**src/rtl/sfr_pkg.sv**
```systemverilog
package sfr_pkg;

	// ----------------------------------------------------------------
	// Address map
	// ----------------------------------------------------------------
	localparam logic [7:0] ADDR_INDIRECT = 8'h00;
	localparam logic [7:0] ADDR_POINTER = 8'h01;
	localparam logic [7:0] ADDR_ACCUM = 8'h05;
	localparam logic [7:0] ADDR_PC_LOW = 8'h06;
	localparam logic [7:0] ADDR_TBL_PTR = 8'h07;
	localparam logic [7:0] ADDR_TBL_HIGH = 8'h08;
	localparam logic [7:0] ADDR_TBL_PAGE = 8'h09;
	localparam logic [7:0] ADDR_STATUS = 8'h0A;
	localparam logic [7:0] ADDR_INT_CTRL = 8'h0B;
	localparam logic [7:0] RAM_BASE = 8'h40;
	localparam int RAM_DEPTH = 64;

	// ----------------------------------------------------------------
	// Field positions and reset values
	// ----------------------------------------------------------------
	localparam int ST_C = 0;
	localparam int ST_AC = 1;
	localparam int ST_Z = 2;
	localparam int ST_OV = 3;
	localparam int ST_PDF = 4;
	localparam int ST_TO = 5;
	localparam logic [5:0] ST_ARITH_MASK = 6'h0F;
	localparam int IC_GIE = 0;
	localparam int IC_TIMER_EN = 2;
	localparam logic [7:0] RST_BYTE = 8'h00;
	localparam logic [6:0] RST_PTR = 7'h00;
	localparam logic [2:0] TBL_PAGE_LAST = 3'h7;

	// ----------------------------------------------------------------
	// Core request carried from the execution core
	// ----------------------------------------------------------------
	typedef enum logic [2:0] {
		OP_NONE = 3'b000,
		OP_READ = 3'b001,
		OP_WRITE = 3'b010,
		OP_SET_BIT = 3'b011,
		OP_CLR_BIT = 3'b100
	} op_e;

	typedef struct packed {
		op_e op;
		logic [7:0] addr;
		logic [7:0] wdata;
		logic [2:0] bit_sel;
	} mem_req_s;

	// Flag update from the ALU for one instruction
	typedef struct packed {
		logic upd_c;
		logic upd_ac;
		logic upd_z;
		logic upd_ov;
		logic c;
		logic ac;
		logic z;
		logic ov;
	} alu_flags_s;

	// System events
	typedef struct packed {
		logic wdt_clear;
		logic halt;
		logic wdt_timeout;
		logic int_entry;
		logic int_return;
	} sys_evt_s;

endpackage

```
**src/rtl/core_special_function_regs.sv**
```systemverilog
// Operation
// - Unused or reserved data addresses read back as zero.
// - Special registers start at address zero, below general RAM.
// - General RAM bytes are readable, writable and bit set/clear capable.
// - Address zero stores nothing; accesses go to pointer's target.
// - Indirect access to address zero reads zero, writes ignored.
// - Pointer keeps seven bits; bit seven always reads one.
// - Writing PC low jumps within page, keeps upper bits, one dummy cycle.
// - Table read puts high byte in table high register, low to operand.
// - Page option on, last page off: table address uses page register bits 2..0.
// - Page and last page options off: table address uses current PC upper bits.
// - Arithmetic flags writable; power-down and timeout flags not writable.
// - Carry set on add carry-out or subtract no-borrow; rotates too.
// - Aux carry set on low-nibble carry or no low-nibble borrow.
// - Zero flag set when result is zero.
// - Overflow set when carry into and out of top bit differ.
// - Power-down cleared on power-up or watchdog clear, set by halt.
// - Timeout cleared on power-up, watchdog clear or halt; set on timeout.
// - Status is never saved automatically on interrupt or call.
// - Global enable gates interrupts; cleared on entry, set on return.
// - Timer interrupt has its own independently controlled enable bit.
// - Table high register is read-only to software.
// - Every table read takes two instruction cycles.
`timescale 1ns/1ps

module core_special_function_regs #(
	parameter int PC_WIDTH = 11,
	parameter int RAM_WORDS = sfr_pkg::RAM_DEPTH
) (
	// Clock and reset
	input wire logic mclk_i,
	input wire logic rst_n_i,
	// Data memory request from the core
	input wire sfr_pkg::mem_req_s req_i,
	input wire sfr_pkg::alu_flags_s flags_i,
	input wire sfr_pkg::sys_evt_s evt_i,
	// Program counter tracking
	input wire logic pc_advance_i,
	// Table read request and program memory answer
	input wire logic tbl_read_i,
	input wire logic tbl_last_page_i,
	input wire logic tbl_page_enable_i,
	input wire logic [15:0] prog_data_i,
	// Data back to the core
	output logic [7:0] rdata_o,
	output logic [PC_WIDTH-1:0] pc_o,
	output logic dummy_cycle_o,
	output logic [PC_WIDTH-1:0] tbl_addr_o,
	output logic tbl_busy_o,
	output logic [7:0] tbl_low_o,
	output logic tbl_low_valid_o,
	output logic [7:0] status_o,
	output logic global_int_enable_o,
	output logic timer_int_enable_o
);

	// ----------------------------------------------------------------
	// Address resolution
	// ----------------------------------------------------------------
	logic [6:0] ptr_q;
	logic [7:0] eff_addr;
	logic indirect_self;
	logic is_write;
	logic [7:0] cur_val;
	logic [7:0] new_val;

	// Address zero is a window onto the pointer's target
	always_comb begin
		indirect_self = 1'b0;
		eff_addr = req_i.addr;
		if (req_i.addr == sfr_pkg::ADDR_INDIRECT) begin
			eff_addr = {1'b0, ptr_q};
			indirect_self = ({1'b0, ptr_q} == sfr_pkg::ADDR_INDIRECT);
		end
	end

	assign is_write = (req_i.op == sfr_pkg::OP_WRITE) ||
		(req_i.op == sfr_pkg::OP_SET_BIT) ||
		(req_i.op == sfr_pkg::OP_CLR_BIT);

	// ----------------------------------------------------------------
	// Storage
	// ----------------------------------------------------------------
	logic [7:0] ram_q [RAM_WORDS];
	logic [7:0] acc_q;
	logic [PC_WIDTH-1:0] pc_q;
	logic [7:0] tbl_ptr_q;
	logic [7:0] tbl_high_q;
	logic [7:0] tbl_page_q;
	logic [5:0] status_q;
	logic [7:0] interrupt_control_q;
	logic ram_hit;
	logic [5:0] ram_idx;

	assign ram_hit = (eff_addr >= sfr_pkg::RAM_BASE) &&
		(eff_addr < sfr_pkg::RAM_BASE + 8'(RAM_WORDS));
	assign ram_idx = 6'(eff_addr - sfr_pkg::RAM_BASE);

	// Read mux; anything unmapped returns zero
	always_comb begin
		cur_val = sfr_pkg::RST_BYTE;
		if (indirect_self) begin
			cur_val = sfr_pkg::RST_BYTE;
		end else if (ram_hit) begin
			cur_val = ram_q[ram_idx];
		end else begin
			case (eff_addr)
				sfr_pkg::ADDR_POINTER: cur_val = {1'b1, ptr_q};
				sfr_pkg::ADDR_ACCUM: cur_val = acc_q;
				sfr_pkg::ADDR_PC_LOW: cur_val = pc_q[7:0];
				sfr_pkg::ADDR_TBL_PTR: cur_val = tbl_ptr_q;
				sfr_pkg::ADDR_TBL_HIGH: cur_val = tbl_high_q;
				sfr_pkg::ADDR_TBL_PAGE: cur_val = tbl_page_q;
				sfr_pkg::ADDR_STATUS: cur_val = {2'b00, status_q};
				sfr_pkg::ADDR_INT_CTRL: cur_val = interrupt_control_q;
				default: cur_val = sfr_pkg::RST_BYTE;
			endcase
		end
	end

	// Read-modify-write gives bit set and clear on every writable location
	always_comb begin
		case (req_i.op)
			sfr_pkg::OP_SET_BIT: new_val = cur_val | (8'h01 << req_i.bit_sel);
			sfr_pkg::OP_CLR_BIT: new_val = cur_val & ~(8'h01 << req_i.bit_sel);
			default: new_val = req_i.wdata;
		endcase
	end

	logic wr_ok;
	assign wr_ok = is_write && !indirect_self;

	// ----------------------------------------------------------------
	// General purpose RAM
	// ----------------------------------------------------------------
	// RAM holds no reset; software must initialise it
	always_ff @(posedge mclk_i) begin
		if (wr_ok && ram_hit) begin
			ram_q[ram_idx] <= new_val;
		end
	end

	// ----------------------------------------------------------------
	// Pointer and accumulator
	// ----------------------------------------------------------------
	always_ff @(posedge mclk_i or negedge rst_n_i) begin
		if (!rst_n_i) begin
			ptr_q <= sfr_pkg::RST_PTR;
			acc_q <= sfr_pkg::RST_BYTE;
		end else if (wr_ok) begin
			if (eff_addr == sfr_pkg::ADDR_POINTER) begin
				ptr_q <= new_val[6:0];
			end
			if (eff_addr == sfr_pkg::ADDR_ACCUM) begin
				acc_q <= new_val;
			end
		end
	end

	// ----------------------------------------------------------------
	// Program counter
	// ----------------------------------------------------------------
	// A low byte write is a jump in the page, followed by a dummy cycle
	always_ff @(posedge mclk_i or negedge rst_n_i) begin
		if (!rst_n_i) begin
			pc_q <= '0;
			dummy_cycle_o <= 1'b0;
		end else begin
			dummy_cycle_o <= 1'b0;
			if (wr_ok && eff_addr == sfr_pkg::ADDR_PC_LOW) begin
				pc_q[7:0] <= new_val;
				dummy_cycle_o <= 1'b1;
			end else if (pc_advance_i && !dummy_cycle_o && !tbl_busy_o) begin
				pc_q <= pc_q + 1'b1;
			end
		end
	end

	// ----------------------------------------------------------------
	// Table read
	// ----------------------------------------------------------------
	logic [PC_WIDTH-1:0] tbl_addr_d;

	// Upper address bits come from the last page, the page register or the live PC
	always_comb begin
		tbl_addr_d = pc_q;
		tbl_addr_d[7:0] = tbl_ptr_q;
		if (tbl_last_page_i) begin
			tbl_addr_d[PC_WIDTH-1:8] = '1;
		end else if (tbl_page_enable_i) begin
			tbl_addr_d[PC_WIDTH-1:8] =
				(PC_WIDTH-8)'(tbl_page_q[2:0]);
		end else begin
			tbl_addr_d[PC_WIDTH-1:8] = pc_q[PC_WIDTH-1:8];
		end
	end

	// Two cycles: issue the address, then take the program data
	always_ff @(posedge mclk_i or negedge rst_n_i) begin
		if (!rst_n_i) begin
			tbl_busy_o <= 1'b0;
			tbl_addr_o <= '0;
			tbl_high_q <= sfr_pkg::RST_BYTE;
			tbl_low_o <= sfr_pkg::RST_BYTE;
			tbl_low_valid_o <= 1'b0;
		end else begin
			tbl_low_valid_o <= 1'b0;
			if (tbl_busy_o) begin
				tbl_busy_o <= 1'b0;
				tbl_high_q <= prog_data_i[15:8];
				tbl_low_o <= prog_data_i[7:0];
				tbl_low_valid_o <= 1'b1;
			end else if (tbl_read_i) begin
				tbl_busy_o <= 1'b1;
				tbl_addr_o <= tbl_addr_d;
			end
		end
	end
	// Software writes to the table high address fall through

	// ----------------------------------------------------------------
	// Table pointer and page registers
	// ----------------------------------------------------------------
	always_ff @(posedge mclk_i or negedge rst_n_i) begin
		if (!rst_n_i) begin
			tbl_ptr_q <= sfr_pkg::RST_BYTE;
			tbl_page_q <= sfr_pkg::RST_BYTE;
		end else if (wr_ok) begin
			if (eff_addr == sfr_pkg::ADDR_TBL_PTR) begin
				tbl_ptr_q <= new_val;
			end
			if (eff_addr == sfr_pkg::ADDR_TBL_PAGE) begin
				tbl_page_q <= new_val;
			end
		end
	end

	// ----------------------------------------------------------------
	// Status flags
	// ----------------------------------------------------------------
	localparam int ST_ARITH_W = 4;
	logic [5:0] status_d;

	// ALU results win over a same-cycle software write of the flags
	always_comb begin
		status_d = status_q;
		if (wr_ok && eff_addr == sfr_pkg::ADDR_STATUS) begin
			status_d[ST_ARITH_W-1:0] = new_val[3:0];
		end
		if (flags_i.upd_c) status_d[sfr_pkg::ST_C] = flags_i.c;
		if (flags_i.upd_ac) status_d[sfr_pkg::ST_AC] = flags_i.ac;
		if (flags_i.upd_z) status_d[sfr_pkg::ST_Z] = flags_i.z;
		if (flags_i.upd_ov) status_d[sfr_pkg::ST_OV] = flags_i.ov;
		// Only system events touch power-down and timeout
		if (evt_i.wdt_clear) begin
			status_d[sfr_pkg::ST_PDF] = 1'b0;
			status_d[sfr_pkg::ST_TO] = 1'b0;
		end
		if (evt_i.halt) begin
			status_d[sfr_pkg::ST_PDF] = 1'b1;
			status_d[sfr_pkg::ST_TO] = 1'b0;
		end
		if (evt_i.wdt_timeout) begin
			status_d[sfr_pkg::ST_TO] = 1'b1;
		end
	end

	// Status never shadows on interrupt or call; software saves it
	always_ff @(posedge mclk_i or negedge rst_n_i) begin
		if (!rst_n_i) begin
			status_q <= '0;
		end else begin
			status_q <= status_d;
		end
	end

	// ----------------------------------------------------------------
	// Interrupt control
	// ----------------------------------------------------------------
	always_ff @(posedge mclk_i or negedge rst_n_i) begin
		if (!rst_n_i) begin
			interrupt_control_q <= sfr_pkg::RST_BYTE;
		end else begin
			if (wr_ok && eff_addr == sfr_pkg::ADDR_INT_CTRL) begin
				interrupt_control_q <= new_val;
			end
			if (evt_i.int_entry) begin
				interrupt_control_q[sfr_pkg::IC_GIE] <= 1'b0;
			end else if (evt_i.int_return) begin
				interrupt_control_q[sfr_pkg::IC_GIE] <= 1'b1;
			end
		end
	end

	// ----------------------------------------------------------------
	// Registered outputs
	// ----------------------------------------------------------------
	always_ff @(posedge mclk_i or negedge rst_n_i) begin
		if (!rst_n_i) begin
			rdata_o <= sfr_pkg::RST_BYTE;
			pc_o <= '0;
			status_o <= sfr_pkg::RST_BYTE;
			global_int_enable_o <= 1'b0;
			timer_int_enable_o <= 1'b0;
		end else begin
			rdata_o <= cur_val;
			pc_o <= pc_q;
			status_o <= {2'b00, status_d};
			global_int_enable_o <= interrupt_control_q[sfr_pkg::IC_GIE];
			timer_int_enable_o <= interrupt_control_q[sfr_pkg::IC_TIMER_EN];
		end
	end

endmodule

```
**config.mk**
```make
export PLATFORM = sky130hd
export DESIGN_NAME = core_special_function_regs
export DESIGN_NICKNAME = d
export VERILOG_FILES = /design/src/rtl/sfr_pkg.sv /design/src/rtl/core_special_function_regs.sv
export SDC_FILE = /design/constraint.sdc
export NUM_CORES = 1
export LEC_CHECK = 0
export ABC_AREA = 1
export BUFFER_PORTS_ARGS = -buffer_cell sky130_fd_sc_hd__buf_2
export CAP_MARGIN = 20
export CORE_MARGIN = 8
export CORE_UTILIZATION = 32
export CTS_CLUSTER_DIAMETER = 120
export CTS_CLUSTER_SIZE = 30
export DETAILED_ROUTE_END_ITERATION = 8
export PLACE_DENSITY = 0.46
export SLEW_MARGIN = 20
export SYNTH_ARGS = -nofsm -noshare
export SYNTH_HDL_FRONTEND = slang
export SYNTH_SLANG_ARGS = --single-unit
```
**constraint.sdc**
```tcl
create_clock -name mclk_i -period 5.25 [get_ports mclk_i]
set_clock_uncertainty 0.15 [all_clocks]
set_input_delay 0 -clock mclk_i [delete_from_list [all_inputs] [get_ports mclk_i]]
set_output_delay 0 -clock mclk_i [all_outputs]
set_load 0.01 [all_outputs]
```
==> results.py <==
metrics = {
    "power_and_ir_drop": {
        "power_density_mw_per_mm2": 300.2,
        "swShare_pct": 25.94,
        "vdd.ir_drop.worst_mv": 0.2173,
        "switchingPower_mw": 2.360,
        "power_frac_seq_pct": 61.5,
        "p_leak_nw": 12.44,
        "combPwrFrac_pct": 11.6,
        "clkPwrFrac_pct": 26.9,
        "p_int_mw": 6.738,
    },
    "floorplanning": {
        "fp.coreArea_mm2": 0.08198,
        "start_util_pct": 32.30,
        "die_h_um": 303.7,
        "die_x_um": 303.7,
        "rows": 105,
        "top_level_ports": 108,
        "die-area_mm2": 0.09221,
    },
    "cells_and_area": {
        "num-nets-final": 2924,
        "fin_cells": 3955,
        "multi_input_area_mm2": 0.007103,
        "drive_gt1_share_pct": 9.119,
        "regArea_mm2": 0.01805,
        "final_util_pct": 36.97,
        "n_fill_cell": 8260,
        "area_delta_synth_final_pct": 14.46,
    },
    "clock_tree": {
        "cts_tree": "done",
        "path_clk_slew_ns": 0.12,
        "h-tree-depth": 1,
        "clock_path_buffers": 3,
        "clock_latency_ns": 0.61,
        "hold_buffers": 75,
        "cts.sinks": 619,
        "cts-resized-gates": 0,
        "cts_root_buf": "clkbuf_16",
        "cts_buffers": 24,
        "post_cts_buffers": 0,
    },
    "timing": {
        "slew_headroom_pct": 27.69,
        "worstMarginPinSlew_ns": 1.081,
        "finalCriticalPeriod_ns": 4.990,
        "slew_viol_final": 0,
        "rsz0062_at_grt": "false",
        "setup_violations": 0,
        "fmax_mhz": 200.4,
        "final.setup.tns_ns": 0,
        "period_share_pct": 95.05,
        "finalHoldViolations": 0,
    },
    "logic_synthesis": {
        "ys_warn_count": 0,
        "seq_area_frac_synth_pct": 68.17,
        "synth_cells": 2662,
        "syn_area_mm2": 0.02648,
        "syn_area_per_cell_um2": 9.948,
        "yosys_register_bits": 619,
        "synth.distinct_cells": 37,
    },
    "critical_path": {
        "rr_worst_depth": 16,
        "cp_max_fo": 46,
        "crit_path_end_kind": "flop",
        "crit_type": "reg -> reg",
        "required_ns": 5.66,
        "critPathArrivalTime_ns": 5.40,
        "crit_path_start_kind": "flop",
    },
    "global_routing": {
        "overflow": 0,
        "grt_pass1_wl_mm": 128.6,
        "grt_usage_pct": 18.02,
        "grt_start_max_net_pins": 83,
        "grt_pass1_vias": 19570,
        "antenna_found_initial": 1,
    },
    "detailed_routing": {
        "via_per_inst": 4.824,
        "drtPass1Iterations": 5,
        "drc_errors": 0,
        "drt.antenna.violating_nets": 0,
        "totalWireLength_mm": 85.09,
        "wl_per_cell_um": 21.51,
        "drt_iter0_markers": 1614,
        "vias": 19080,
    },
    "placement": {
        "io_buffers": 105,
        "place_congestion": 0.8464,
        "hpwl_mm": 53.64,
        "dp.cells": 3835,
    },
    "worst_hold_path": {
        "hold_depth": 3,
        "min_path_type": "in -> reg",
    },
    "outcome": {
        "status": "finished clean",
    },
    "job": {
        "cap_violations": 0,
    },
}
-- critical path: stages, from the launching register on --
cell,delay [ns]
dfrtp_1,0.42
nand2_4,0.34
nand2_8,0.33
nor2_4,0.80
buf_4,0.37
nand3_1,0.26
o21ai_0,0.31
nor2_1,0.09
nand3_1,0.08
nand2_1,0.16
nand2_1,0.09
nand2_1,0.10
nand2_4,0.35
buf_12,0.30
nand2_1,0.08
nand2_1,0.07
dlygate4sd3_1,0.55
-- logic make-up (layout without fill, tap and decap cells) --
| logic type | Yosys count | after routing | share of synthesized area (%) |
|---|---|---|---|
| flip-flops | 619 | 619 | 68.17 |
| other | 1 | 3 | 0.01416 |
| AO/OA/AOI/OAI | 198 | 198 | 3.926 |
| buffers and inverters | 343 | 564 | 5.202 |
| AND/OR/NAND/NOR | 1491 | 1491 | 22.34 |
| XOR/XNOR | 9 | 9 | 0.2977 |
| adder cells (fa/ha/maj) | 1 | 1 | 0.04724 |
-- sequential cells by signal, summed over array words and instances (netlist names), 11 cells and up --
name and count:
ram_q 512, tbl_addr_o 11, pc_q 11, pc_o 11
-- synth_stat cells (all sizes together) --
cell type / n / area, µm²
xor2: 8 / 70.07
conb: 1 / 3.750
nor3: 17 / 85.08
nand4: 6 / 37.54
clkbuf: 24 / 90.09
a21oi: 12 / 67.57
o22ai: 9 / 56.30
nand3b: 13 / 97.59
nand2: 805 / 3057
a211oi: 5 / 37.54
nand3: 76 / 397.9
clkinv: 3 / 11.26
ha: 1 / 12.51
o21bai: 3 / 22.52
a31oi: 2 / 12.51
dfrtp: 107 / 2678
nor2: 561 / 2160
buf: 65 / 334.1
or2: 13 / 81.33
o2bb2ai: 2 / 17.52
xnor2: 1 / 8.760
edfxtp: 512 / 15370
o21ai: 165 / 825.8
inv: 251 / 942.2
-- cell usage in the layout, fill, tap and decap left out, types with 2 or more instances in the layout --
cell / count
o2bb2ai_1: 2
or2_2: 6
conb_1: 2
buf_4: 70
nand2_1: 791
a31oi_1: 2
nand3b_1: 13
clkbuf_1: 17
a21oi_1: 10
nand4_1: 6
buf_2: 104
buf_12: 17
o21ai_0: 100
a211oi_1: 5
clkbuf_16: 25
nor2_4: 5
nand3_1: 74
nor3_1: 17
edfxtp_1: 512
clkinv_1: 3
inv_2: 9
dfrtp_1: 107
xor2_1: 8
nor2_2: 5
o21ai_1: 65
o22ai_1: 9
dlygate4sd3_1: 74
or2_1: 7
nand2_4: 3
o21bai_1: 3
nor2_1: 550
inv_1: 242
nand2_2: 10
-- power groups by stage --
stage / Clock (mW) / Sequential [mW] / Combinational [mW]
2_1_floorplan: 0 / 5.70 / 0.480
3_3_place_gp: 0 / 5.70 / 1.01
4_1_cts: 2.53 / 5.59 / 1.07
6_report: 2.45 / 5.59 / 1.05
3_5_place_dp: 0 / 5.70 / 1.01
5_1_grt: 2.64 / 5.61 / 1.16
-- layout make-up --
| cell class | count | area share [%] |
|---|---|---|
| inverters | 254 | 3.146 |
| flip-flops and latches | 619 | 59.56 |
| clock inverters | 2 | 0.04954 |
| repair buffers | 266 | 7.109 |
| multi-input cells | 1701 | 23.44 |
| clock buffers | 42 | 2.275 |
| diodes | 1 | 0.008256 |
| well taps | 1070 | 4.417 |
-- final timing paths --
path,start,to,slack (ns)
max,ptr_q[0],status_o[0],0.26
min,req_i[3],ram_q[39][0],0.01
max reg2reg,ptr_q[0],status_o[0],0.26
min reg2reg,pc_q[2],pc_o[2],0.28
max in group asynchronous,rst_n_i,tbl_ptr_q[4],3.92
min in group asynchronous,rst_n_i,tbl_low_o[5],0.35
-- per-stage QoR --
stage               power, mW  setup slack (ns)  hold WS (ns)  area, µm²
detailed placement      6.713            0.7090      -0.04447      28830
global placement        6.707            0.7149      -0.04916      28830
finish                  9.099            0.2598       0.01326      30310
CTS                     9.187            0.3159      0.006743      30300
floorplan               6.184             2.122       -0.4456      26480
global route            9.409           0.07589       0.02365      30310
-- per-layer routing --
metal | wire length, µm | vias to the layer above | global-route usage, %
met5 | 0 | - | 0
met4 | 2384 | 0 | 4.767
met3 | 3690 | 119 | 1.655
met2 | 40950 | 480 | 30.73
met1 | 38060 | 9508 | 24.54
li1 | - | 8971 | -
(Power assumes the default switching activity.)
